### config.mk
export PLATFORM = sky130hd
export DESIGN_NAME = sbbd_decoder
export DESIGN_NICKNAME = d
export VERILOG_FILES = /design/src/core/sbbd_pkg.sv /design/src/core/sbbd_decoder.sv
export VERILOG_INCLUDE_DIRS = /design/src /design/src/core
export SDC_FILE = /design/constraint.sdc
export NUM_CORES = 1
export LEC_CHECK = 0
export ABC_AREA = 1
export BUFFER_PORTS_ARGS = -buffer_cell sky130_fd_sc_hd__buf_2
export CAP_MARGIN = 20
export CELL_PAD_IN_SITES_DETAIL_PLACEMENT = 2
export CELL_PAD_IN_SITES_GLOBAL_PLACEMENT = 2
export CORE_MARGIN = 10
export CORE_UTILIZATION = 25
export CTS_CLUSTER_DIAMETER = 100
export CTS_CLUSTER_SIZE = 30
export DETAILED_ROUTE_END_ITERATION = 6
export PLACE_DENSITY = 0.78
export SLEW_MARGIN = 20
export SYNTH_ARGS = -nofsm -noshare
export SYNTH_HDL_FRONTEND = slang
export SYNTH_SLANG_ARGS = --single-unit
### constraint.sdc
create_clock -name clock -period 0.8 [get_ports clock]
set_input_delay 0 -clock clock [delete_from_list [all_inputs] [get_ports clock]]
set_output_delay 0 -clock clock [all_outputs]
set_load 0.01 [all_outputs]
### src/core/sbbd_defines.svh
// Constants of the string, bit and branch decode block: opcodes and cycle figures.
// Assumes inclusion by bare name from the package.
`ifndef SBBD_DEFINES_SVH
`define SBBD_DEFINES_SVH

// Prefix and escape bytes
`define SBBD_PFX_UNEQ 8'hf2
`define SBBD_PFX_REP 8'hf3
`define SBBD_ESCAPE 8'h0f
// String opcodes, width bit masked off
`define SBBD_OP_CMP 8'ha6
`define SBBD_OP_INS 8'h6c
`define SBBD_OP_LOD 8'hac
`define SBBD_OP_MOV 8'ha4
`define SBBD_OP_PORT_STRING_OUTPUT 8'h6e
`define SBBD_OP_SCN 8'hae
`define SBBD_OP_STO 8'haa
// Escaped opcodes
`define SBBD_OP_BSF 8'hbc
`define SBBD_OP_BSR 8'hbd
`define SBBD_OP_BIMM 8'hba
`define SBBD_OP_BTR 8'ha3
`define SBBD_OP_BTSR 8'hab
`define SBBD_OP_BCR 8'hbb
// Control opcodes
`define SBBD_OP_CALLF 8'h9a
`define SBBD_OP_GRP 8'hff
`define SBBD_OP_JSHORT 8'heb
`define SBBD_OP_JNEAR 8'he9
`define SBBD_OP_JFAR 8'hea
// Reg field codes
`define SBBD_REG_CALLF 3'h3
`define SBBD_REG_JIND 3'h4
`define SBBD_REG_JFAR 3'h5
`define SBBD_REG_BT 3'h4
`define SBBD_REG_BTS 3'h5
`define SBBD_REG_BTR 3'h6
`define SBBD_REG_BTC 3'h7
// Fault vector
`define SBBD_FAULT_GP 8'h0d
// Cycle figures
`define SBBD_C_5 16'h0005
`define SBBD_C_9 16'h0009
`define SBBD_C_13 16'h000d
`define SBBD_C_7 16'h0007
`define SBBD_C_27 16'h001b
`define SBBD_C_6 16'h0006
`define SBBD_C_4 16'h0004
`define SBBD_C_12 16'h000c
`define SBBD_C_26 16'h001a
`define SBBD_C_8 16'h0008
`define SBBD_C_10 16'h000a
`define SBBD_C_3 16'h0003
`define SBBD_C_17 16'h0011
`define SBBD_C_34 16'h0022
`define SBBD_C_52 16'h0034
`define SBBD_C_86 16'h0056
`define SBBD_C_94 16'h005e
`define SBBD_C_273 16'h0111
`define SBBD_C_300 16'h012c
`define SBBD_C_217 16'h00d9
`define SBBD_C_22 16'h0016
`define SBBD_C_38 16'h0026
`define SBBD_C_56 16'h0038
`define SBBD_C_90 16'h005a
`define SBBD_C_98 16'h0062
`define SBBD_C_31 16'h001f
`define SBBD_C_45 16'h002d
`define SBBD_C_49 16'h0031
`define SBBD_C_274 16'h0112
`define SBBD_C_303 16'h012f
`define SBBD_C_220 16'h00dc
`define SBBD_C_308 16'h0134

`endif

### src/core/sbbd_pkg.sv
// Types shared by the decoder and its bench.
// Assumes the defines header sits beside it.
`include "sbbd_defines.svh"

package sbbd_pkg;

    // Execution mode of the core
    typedef enum logic [1:0] {
        SBBD_REAL = 2'b00,
        SBBD_PROT = 2'b01,
        SBBD_COMPAT = 2'b10
    } sbbd_mode_e;

    // Far transfer target kind in protected mode
    typedef enum logic [2:0] {
        SBBD_T_PLAIN = 3'b000,
        SBBD_T_GATE_SAME = 3'b001,
        SBBD_T_GATE_NOPAR = 3'b010,
        SBBD_T_GATE_PAR = 3'b011,
        SBBD_T_TASK_OLD = 3'b100,
        SBBD_T_TASK_NEW = 3'b101,
        SBBD_T_TASK_COMPAT = 3'b110
    } sbbd_target_e;

    // Decoded operation
    typedef enum logic [4:0] {
        SBBD_NONE = 5'h00, SBBD_SCMP = 5'h01, SBBD_SINS = 5'h02, SBBD_SLOD = 5'h03,
        SBBD_SMOV = 5'h04, SBBD_SOUT = 5'h05, SBBD_SCAN_NE = 5'h06, SBBD_SCAN_EQ = 5'h07,
        SBBD_SSTO = 5'h08, SBBD_BSF = 5'h09, SBBD_BSR = 5'h0a, SBBD_BT = 5'h0b,
        SBBD_BTC = 5'h0c, SBBD_BTR = 5'h0d, SBBD_BTS = 5'h0e, SBBD_CALLF = 5'h0f,
        SBBD_CALLF_IND = 5'h10, SBBD_JMP = 5'h11, SBBD_JMP_IND = 5'h12,
        SBBD_JMPF = 5'h13, SBBD_JMPF_IND = 5'h14
    } sbbd_op_e;

    // Three instruction bytes
    typedef struct packed {
        logic [7:0] byte0;
        logic [7:0] byte1;
        logic [7:0] byte2;
    } sbbd_instr_s;

    // Cycle report: base plus unit times count terms
    typedef struct packed {
        logic [15:0] base;
        logic [3:0] per_elem;
        logic [2:0] per_param;
        logic add_m;
    } sbbd_cost_s;

endpackage
### src/core/sbbd_decoder.sv
// Decoder for repeated string, bit and unconditional transfer instructions.
// Assumes whole instructions with a valid strobe; one decode per cycle.
`timescale 1ns/1ps
`default_nettype none

module sbbd_decoder
    import sbbd_pkg::*;
(
    // Clock and reset
    input wire logic clock,
    input wire logic reset_n,
    // Fetched instruction
    input wire logic instr_valid,
    input wire sbbd_instr_s instr,
    // Core context
    input wire sbbd_mode_e mode,
    input wire logic [1:0] current_privilege,
    input wire logic [1:0] io_privilege_level,
    input wire sbbd_target_e target,
    input wire logic [4:0] param_count,
    input wire logic io_permit,
    input wire logic addr32,
    input wire logic [31:0] count_reg,
    // Decode result
    output logic result_valid,
    output sbbd_op_e result_op,
    output sbbd_cost_s result_cost,
    output logic [31:0] result_elems,
    output logic [4:0] result_params,
    output logic fault_valid,
    output logic [7:0] fault_vector
);

    ////////////////////////////////////////////////////////////////////////////
    // Helpers

    // Pack a cost term
    function automatic sbbd_cost_s mk(input logic [15:0] b, input logic [3:0] e,
                                       input logic [2:0] p, input logic m);
        sbbd_cost_s c;
        c.base = b;
        c.per_elem = e;
        c.per_param = p;
        c.add_m = m;
        return c;
    endfunction

    // Far transfer cost in protected mode by target kind
    function automatic sbbd_cost_s far_cost(input sbbd_target_e t, input logic [15:0] plain,
        input logic [15:0] gs, input logic [15:0] gn, input logic [15:0] gp,
        input logic [15:0] to, input logic [15:0] tn, input logic [15:0] tc);
        sbbd_cost_s c;
        c = mk(plain, 4'h0, 3'h0, 1'b1);
        case (t)
            SBBD_T_GATE_SAME: c = mk(gs, 4'h0, 3'h0, 1'b1);
            SBBD_T_GATE_NOPAR: c = mk(gn, 4'h0, 3'h0, 1'b1);
            SBBD_T_GATE_PAR: c = mk(gp, 4'h0, (gp == gs) ? 3'h0 : 3'h4, 1'b1);
            SBBD_T_TASK_OLD: c = mk(to, 4'h0, 3'h0, 1'b0);
            SBBD_T_TASK_NEW: c = mk(tn, 4'h0, 3'h0, 1'b0);
            SBBD_T_TASK_COMPAT: c = mk(tc, 4'h0, 3'h0, 1'b0);
            default: c = mk(plain, 4'h0, 3'h0, 1'b1);
        endcase
        return c;
    endfunction

    ////////////////////////////////////////////////////////////////////////////
    // Combinational decode

    logic [7:0] b0; // First byte
    logic [7:0] b1; // Second byte
    logic [2:0] reg1; // Reg field of byte1
    logic [2:0] reg2; // Reg field of byte2
    logic mod_reg; // Register operand form
    logic prot; // Protected-mode rules only
    logic io_ok; // Privilege allows port access
    logic is_string_io; // String port op
    sbbd_op_e next_op; // Decoded operation
    sbbd_cost_s next_cost; // Decoded cost
    logic next_fault; // Port access denied

    assign b0 = instr.byte0;
    assign b1 = instr.byte1;
    assign reg1 = b1[5:3];
    assign reg2 = instr.byte2[5:3];
    assign mod_reg = (instr.byte2[7:6] == 2'b11);
    assign prot = (mode == SBBD_PROT);
    assign io_ok = (current_privilege <= io_privilege_level);

    // Opcode match and cost selection
    always_comb
    begin
        next_op = SBBD_NONE;
        next_cost = mk(16'h0000, 4'h0, 3'h0, 1'b0);
        if (b0 == `SBBD_PFX_UNEQ)
        begin
            // Width bit ignored for every string form
            case ({b1[7:1], 1'b0})
                `SBBD_OP_CMP:
                begin
                    next_op = SBBD_SCMP;
                    next_cost = mk(`SBBD_C_5, 4'h9, 3'h0, 1'b0);
                end
                `SBBD_OP_INS:
                begin
                    next_op = SBBD_SINS;
                    if (!prot)
                        next_cost = mk(`SBBD_C_13, 4'h6, 3'h0, 1'b0);
                    else
                        next_cost = mk(io_ok ? `SBBD_C_7 : `SBBD_C_27, 4'h6, 3'h0, 1'b0);
                end
                `SBBD_OP_LOD:
                begin
                    next_op = SBBD_SLOD;
                    next_cost = mk(`SBBD_C_5, 4'h6, 3'h0, 1'b0);
                end
                `SBBD_OP_MOV:
                begin
                    next_op = SBBD_SMOV;
                    next_cost = mk(`SBBD_C_7, 4'h4, 3'h0, 1'b0);
                end
                `SBBD_OP_PORT_STRING_OUTPUT:
                begin
                    next_op = SBBD_SOUT;
                    if (!prot)
                        next_cost = mk(`SBBD_C_12, 4'h5, 3'h0, 1'b0);
                    else
                        next_cost = mk(io_ok ? `SBBD_C_6 : `SBBD_C_26, 4'h5, 3'h0, 1'b0);
                end
                `SBBD_OP_SCN:
                begin
                    next_op = SBBD_SCAN_EQ;
                    next_cost = mk(`SBBD_C_5, 4'h8, 3'h0, 1'b0);
                end
                `SBBD_OP_STO:
                begin
                    next_op = SBBD_SSTO;
                    next_cost = mk(`SBBD_C_5, 4'h5, 3'h0, 1'b0);
                end
                default:
                begin
                    next_op = SBBD_NONE;
                end
            endcase
        end
        else if (b0 == `SBBD_PFX_REP && {b1[7:1], 1'b0} == `SBBD_OP_SCN)
        begin
            next_op = SBBD_SCAN_NE;
            next_cost = mk(`SBBD_C_5, 4'h8, 3'h0, 1'b0);
        end
        else if (b0 == `SBBD_ESCAPE)
        begin
            case (b1)
                `SBBD_OP_BSF:
                begin
                    next_op = SBBD_BSF;
                    next_cost = mk(`SBBD_C_10, 4'h3, 3'h0, 1'b0);
                end
                `SBBD_OP_BSR:
                begin
                    next_op = SBBD_BSR;
                    next_cost = mk(`SBBD_C_10, 4'h3, 3'h0, 1'b0);
                end
                `SBBD_OP_BIMM:
                begin
                    // Reg field picks the operation
                    case (reg2)
                        `SBBD_REG_BT:
                        begin
                            next_op = SBBD_BT;
                            next_cost = mk(mod_reg ? `SBBD_C_3 : `SBBD_C_6, 4'h0, 3'h0, 1'b0);
                        end
                        `SBBD_REG_BTC: next_op = SBBD_BTC;
                        `SBBD_REG_BTR: next_op = SBBD_BTR;
                        `SBBD_REG_BTS: next_op = SBBD_BTS;
                        default: next_op = SBBD_NONE;
                    endcase
                    if (next_op != SBBD_BT && next_op != SBBD_NONE)
                        next_cost = mk(mod_reg ? `SBBD_C_6 : `SBBD_C_8, 4'h0, 3'h0, 1'b0);
                end
                `SBBD_OP_BTR:
                begin
                    next_op = SBBD_BT;
                    next_cost = mk(mod_reg ? `SBBD_C_3 : `SBBD_C_12, 4'h0, 3'h0, 1'b0);
                end
                `SBBD_OP_BTSR:
                begin
                    next_op = SBBD_BTS;
                    next_cost = mk(mod_reg ? `SBBD_C_6 : `SBBD_C_13, 4'h0, 3'h0, 1'b0);
                end
                `SBBD_OP_BCR:
                begin
                    // Shared encoding for complement and clear; reported as complement
                    next_op = SBBD_BTC;
                    next_cost = mk(mod_reg ? `SBBD_C_6 : `SBBD_C_13, 4'h0, 3'h0, 1'b0);
                end
                default:
                begin
                    next_op = SBBD_NONE;
                end
            endcase
        end
        else
        begin
            case (b0)
                `SBBD_OP_CALLF:
                begin
                    next_op = SBBD_CALLF;
                    if (!prot)
                        next_cost = mk(`SBBD_C_17, 4'h0, 3'h0, 1'b1);
                    else
                        next_cost = far_cost(target, `SBBD_C_34, `SBBD_C_52, `SBBD_C_86,
                            `SBBD_C_94, `SBBD_C_273, `SBBD_C_300, `SBBD_C_217);
                end
                `SBBD_OP_JSHORT, `SBBD_OP_JNEAR:
                begin
                    next_op = SBBD_JMP;
                    next_cost = mk(`SBBD_C_7, 4'h0, 3'h0, 1'b1);
                end
                `SBBD_OP_JFAR:
                begin
                    next_op = SBBD_JMPF;
                    if (!prot)
                        next_cost = mk(`SBBD_C_12, 4'h0, 3'h0, 1'b1);
                    else
                        next_cost = far_cost(target, `SBBD_C_27, `SBBD_C_45, `SBBD_C_45,
                            `SBBD_C_45, `SBBD_C_274, `SBBD_C_303, `SBBD_C_220);
                end
                `SBBD_OP_GRP:
                begin
                    case (reg1)
                        `SBBD_REG_CALLF:
                        begin
                            next_op = SBBD_CALLF_IND;
                            if (!prot)
                                next_cost = mk(`SBBD_C_22, 4'h0, 3'h0, 1'b1);
                            else
                                next_cost = far_cost(target, `SBBD_C_38, `SBBD_C_56, `SBBD_C_90,
                                    `SBBD_C_98, `SBBD_C_273, `SBBD_C_300, `SBBD_C_217);
                        end
                        `SBBD_REG_JIND:
                        begin
                            next_op = SBBD_JMP_IND;
                            next_cost = mk((b1[7:6] == 2'b11) ? `SBBD_C_7 : `SBBD_C_10,
                                4'h0, 3'h0, 1'b1);
                        end
                        `SBBD_REG_JFAR:
                        begin
                            next_op = SBBD_JMPF_IND;
                            if (!prot)
                                next_cost = mk(`SBBD_C_17, 4'h0, 3'h0, 1'b1);
                            else
                                next_cost = far_cost(target, `SBBD_C_31, `SBBD_C_49, `SBBD_C_49,
                                    `SBBD_C_49, `SBBD_C_308, `SBBD_C_308, `SBBD_C_308);
                        end
                        default:
                        begin
                            next_op = SBBD_NONE;
                        end
                    endcase
                end
                default:
                begin
                    next_op = SBBD_NONE;
                end
            endcase
        end
    end

    // Compat-mode port strings obey the permission map
    assign is_string_io = (next_op == SBBD_SINS) || (next_op == SBBD_SOUT);
    assign next_fault = instr_valid && is_string_io && (mode == SBBD_COMPAT) && !io_permit;

    ////////////////////////////////////////////////////////////////////////////
    // Result registers

    // Decode result, one cycle after the strobe
    always_ff @(posedge clock or negedge reset_n)
    begin
        if (!reset_n)
        begin
            result_valid <= 1'b0;
            result_op <= SBBD_NONE;
            result_cost <= '0;
        end
        else
        begin
            // A denied port string is no decode
            result_valid <= instr_valid && (next_op != SBBD_NONE) && !next_fault;
            result_op <= instr_valid ? next_op : SBBD_NONE;
            result_cost <= next_cost;
        end
    end

    // Count terms; width follows address size
    always_ff @(posedge clock or negedge reset_n)
    begin
        if (!reset_n)
        begin
            result_elems <= 32'h00000000;
            result_params <= 5'h00;
        end
        else
        begin
            result_elems <= addr32 ? count_reg : {16'h0000, count_reg[15:0]};
            result_params <= param_count;
        end
    end

    // Fault report pulse
    always_ff @(posedge clock or negedge reset_n)
    begin
        if (!reset_n)
        begin
            fault_valid <= 1'b0;
            fault_vector <= 8'h00;
        end
        else
        begin
            fault_valid <= next_fault;
            fault_vector <= next_fault ? `SBBD_FAULT_GP : 8'h00;
        end
    end

endmodule

`default_nettype wire

==> results of run 1 <==
## cell families after synthesis
| logic type | after synthesis |
|---|---|
| simple gates | 230 |
| buf+inv | 94 |
| flops | 59 |
| compound gates | 52 |
| fa+ha+maj | 6 |
| other cells | 1 |
## cell usage after synthesis (2+ instances only)
| cell type | instances |
|---|---|
| o211ai_1 | 4 |
| inv_1 | 56 |
| o21a_1 | 2 |
| inv_2 | 17 |
| a21oi_2 | 3 |
| a21oi_1 | 11 |
| nand2_2 | 8 |
| dfrtp_1 | 59 |
| nor2_1 | 50 |
| o21ai_1 | 2 |
| ha_1 | 6 |
| o2111ai_1 | 2 |
| nand4_1 | 9 |
| o21ai_0 | 19 |
| clkbuf_1 | 3 |
| buf_4 | 18 |
| a31oi_1 | 2 |
| nor3_1 | 7 |
| nand3_1 | 29 |
| nand3_2 | 4 |
| nand2_1 | 108 |
| a211oi_1 | 2 |
| nor2_2 | 10 |
## timing repair
action                                  4_1_cts
gates resized for setup                     166
hold buffers                                 40
hold endpoints to repair                     99
pin swaps                                    50
buffers inserted                             22
endpoints found under the setup margin       83
## metrics by stage
stage | utilization [%] | setup WS, ns | cell area (µm²)
floorplan | - | -0.376 | 3580
global placement | 38.8 | -0.713 | 5110
detailed placement | 38.8 | -0.803 | 5110
CTS | 50.0 | -0.361 | 6600
==> flow_summary.yaml, run 1 <==
status:
  status: "aborted with a tool error"
  stop_stage: "5_1_grt"
  firstError: "[ERROR DPL-0033] detailed placement checks failed during check placement."
placement:
  dp.cells: 847
  gp_congestion: 0.903
  io_buffer_count: 133
  post-dp-hpwl_um: 13500
synth:
  synth_top_family_by_area: "simple AND/OR/NAND/NOR gates"
  synthArstFlopShare_pct: 100
  syn_area_per_cell_um2: 7.56
  seq_area_frac_synth_pct: 44.2
  synth.area.mux_share_pct: 0
  synth_top_cell_by_area: "dfrtp_1"
  synth_edf_count: 0
  yosys.cell_types.count: 34
  synth_compound_area_share_pct: 9.48
  synthTopCellsByArea: "dfrtp_1 44%, nand2_1 12%, inv_1 6.3%"
  yosys.area_share.adder_pct: 2.25
  synthSimpleGateAreaFrac_pct: 31.4
  synth_top_area_share_pct: 44.2
  synth_ff_type: "dfrtp_1"
  yosys_warnings: 0
  ys_ff_latch: 59
  synth_xor_area_share_pct: 0
  postSynthCellCount: 442
  syn-cell-area_um2: 3340
floorplanning:
  rows: 42
  initial_core_util_pct: 25.3
  die_h_um: 136
  io_pins: 151
  die_w_um: 136
clock_network:
  cts_buffers: 9
  cts_max_level: 3
  clock-root-buffer: "clkbuf_16"
  cts_sinks: 59
  clockBufferDepth: 2
sta:
  worst-ep-kind: "register data pin"
  worst_endpoint: "result_valid$_DFF_PN0_/D"
grt:
  grt_max_degree: 60
  grt_antenna_before_repair: 5
==> run 2: changes to the inputs <==
--- a/config.mk
+++ b/config.mk
@@ -9,14 +9,10 @@
 export ABC_AREA = 1
 export BUFFER_PORTS_ARGS = -buffer_cell sky130_fd_sc_hd__buf_2
 export CAP_MARGIN = 20
-export CELL_PAD_IN_SITES_DETAIL_PLACEMENT = 2
-export CELL_PAD_IN_SITES_GLOBAL_PLACEMENT = 2
 export CORE_MARGIN = 10
 export CORE_UTILIZATION = 25
-export CTS_CLUSTER_DIAMETER = 100
-export CTS_CLUSTER_SIZE = 30
 export DETAILED_ROUTE_END_ITERATION = 6
-export PLACE_DENSITY = 0.78
+export PLACE_DENSITY_LB_ADDON = 0.15
 export SLEW_MARGIN = 20
 export SYNTH_ARGS = -nofsm -noshare
 export SYNTH_HDL_FRONTEND = slang
==> run 2 against run 1 <==
Effect of this change: the flow now finishes, with violations (negative setup slack); area after synthesis did not move; synthesized cell count did not move.
==> flow_summary.yaml, run 2 <==
status:
  status: "complete, but fails checks"
  failed_checks: "negative setup slack"
final_layout:
  nNetsFinal: 826
  final_common_cell: "buf_4"
  top_regs: "result_elems x32, result_cost x15"
  final_cell_mix: "119 x buf_4, 91 x buf_2, 61 x nand2_1"
  top_register: "result_elems"
  largest_reg_flops: 32
  diodes: 0
  area_delta_synth_final_pct: 107
  final_cells: 926
  drive_gt1_share_pct: 60.7
synth:
  ys_ff_latch: 59
  syn_area_per_cell_um2: 7.56
  seq_area_frac_synth_pct: 44.2
  yosys.cell_types.count: 34
  yosysMostFrequentCell: "nand2_1"
  synth_top_area_share_pct: 44.2
  synth_common_cells: "108 x nand2_1, 59 x dfrtp_1, 56 x inv_1, 50 x nor2_1, 29 x nand3_1"
  synthArstFlopShare_pct: 100
  synthTopCellsByArea: "dfrtp_1 44%, nand2_1 12%, inv_1 6.3%"
  synth_top_cell_by_area: "dfrtp_1"
  yosys_warnings: 0
  synth_ff_type: "dfrtp_1"
  syn-cell-area_um2: 3340
  postSynthCellCount: 442
  synth_edf_count: 0
clock_network:
  clock-root-buffer: "clkbuf_16"
  clockBufferDepth: 2
  cts_sinks: 59
  cts_buffers: 9
  cts_tree: "built"
  cts_max_level: 3
  clkTransAtPathRegs_ns: 0.05
worst_setup_path:
  crit_family: "simple AND/OR/NAND/NOR gates"
  endpoint_kind: "flop"
  worstSetupStartpointType: "input port"
  critPathMaxFanout: 4
  crit_buf_inv: 2
  worstPathArrival_ns: 1.34
  critical_path_class: "in -> reg"
  critPathMaxStageDelay_ns: 0.27
  required_ns: 1.00
  slowest_stage: "a21oi_4"
  worstPathCellList: "buf_4 > nand2_4 > nor2_4 > inv_2 > nor2_8 > nand4_1 > a21oi_4 > nand3_4 > o21ai_1 > a21oi_2"
placement:
  gp_congestion: 0.860
  io_buffer_count: 133
  post-dp-hpwl_um: 10500
  dp.cells: 850
grt:
  grt_antenna_before_repair: 0
  grt_max_degree: 60
  grt-ovfl-total: 0
  grt_pass1_wl_um: 21400
  grt_usage_pct: 14.5
  grt_pass1_vias: 4230
route:
  postRouteAntennaNets: 0
  wirelength_um: 13600
  avgRoutedWirePerCell_um: 14.6
  highest_layer: "met4"
  drc: 0
  routed-wl-met2_um: 6540
  met3_length_um: 1010
  wl_met1_um: 5790
  vias_per_cell: 4.28
  drt_first_pass_iters: 4
  vias: 3966
  initialDrtViolationCount: 139
hold_path:
  holdCritStartpoint: "target[2]"
  hold_end: "result_cost[3]"
  whs_path_depth: 2
  worstHoldPathType: "in -> reg"
pwr:
  power_density_nw_per_um2: 1320
  irDropWorstVdd_mv: 0.779
  p_total_mw: 9.12
  p_leak_nw: 3.66
floorplanning:
  io_pins: 151
  die_w_um: 136
  initial_core_util_pct: 25.3
  die_h_um: 136
  core_area_um2: 13200
  rows: 42
  fp.dieArea_um2: 18400
sta:
  hold_viol: 0
  fin_setup_tns_ns: -4.00
  rsz0062_at_grt: "true"
  fin_ws_ns: -0.338
  setup_viol: 68
  maxSlewViolCount: 0
  finalCriticalPeriod_ns: 1.14
  fmax_mhz: 879
  fin_crit_sh_pct: 142
job:
  maxCapViolations: 0
[run 2: cell counts after synthesis]
No cell type changed its count.
[run 2: kinds of logic after synthesis]
kind of cell,share of synthesized area [%]
adder cells (fa/ha/maj),2.25
AND/OR/NAND/NOR,31.4
buffers and inverters,12.6
other,0.112
AO/OA/AOI/OAI,9.48
flip-flops,44.2
[run 2: where the power goes]
group | switching (mW) | internal [mW]
logic | 0.915 | 0.940
registers | 0.0345 | 3.09
clock network | 1.25 | 2.88
total | 2.20 | 6.92
[run 2: per-layer routing]
metal  GRT usage (%)  up-vias
met5               0        -
li1                -     1974
met2            24.2      135
met1            17.5     1842
met3            4.15       15
met4            4.72        0
[run 2: final cells by class]
cell class	instances	area (µm²)
Sequential cell	59	1480
Inverter	73	332
Clock buffer	12	256
Tap cell	176	220
Clock inverter	4	72.6
Multi-Input combinational cell	302	2190
Fill cell	1256	6270
Timing Repair Buffer	300	2380
[run 2: through the flow]
step                setup slack, ns  hold slack [ns]  instance area, µm²  util (%)
floorplan                    -0.376           -0.296                3580         -
global placement             -0.725           0.0250                5140      38.9
detailed placement           -0.738           0.0282                5140      38.9
CTS                          -0.308          0.00978                6510      49.3
global route                 -0.392           0.0235                6920      52.5
finish                       -0.338           0.0234                6920      52.5
[run 2: how the worst max path moves through the flow]
stage / start / endpoint / depth (start not counted)
finish: instr[17] / result_valid / 10
CTS: instr[22] / result_valid / 9
global route: instr[19] / result_valid / 12
global placement: instr[12] / result_valid / 13
detailed placement: target[0] / result_cost[8] / 15
floorplan: instr[13] / fault_vector[2] / 13
[run 2: repair_timing]
action                                  4_1_cts  5_1_grt
endpoints found under the setup margin       83       84
endpoints found under the hold margin        96        0
gates resized for setup                     139       98
pin swaps                                    61       53
hold buffers                                 38        0
buffers inserted                             23        4
Note: power is estimated with default switching activity, not from simulation.
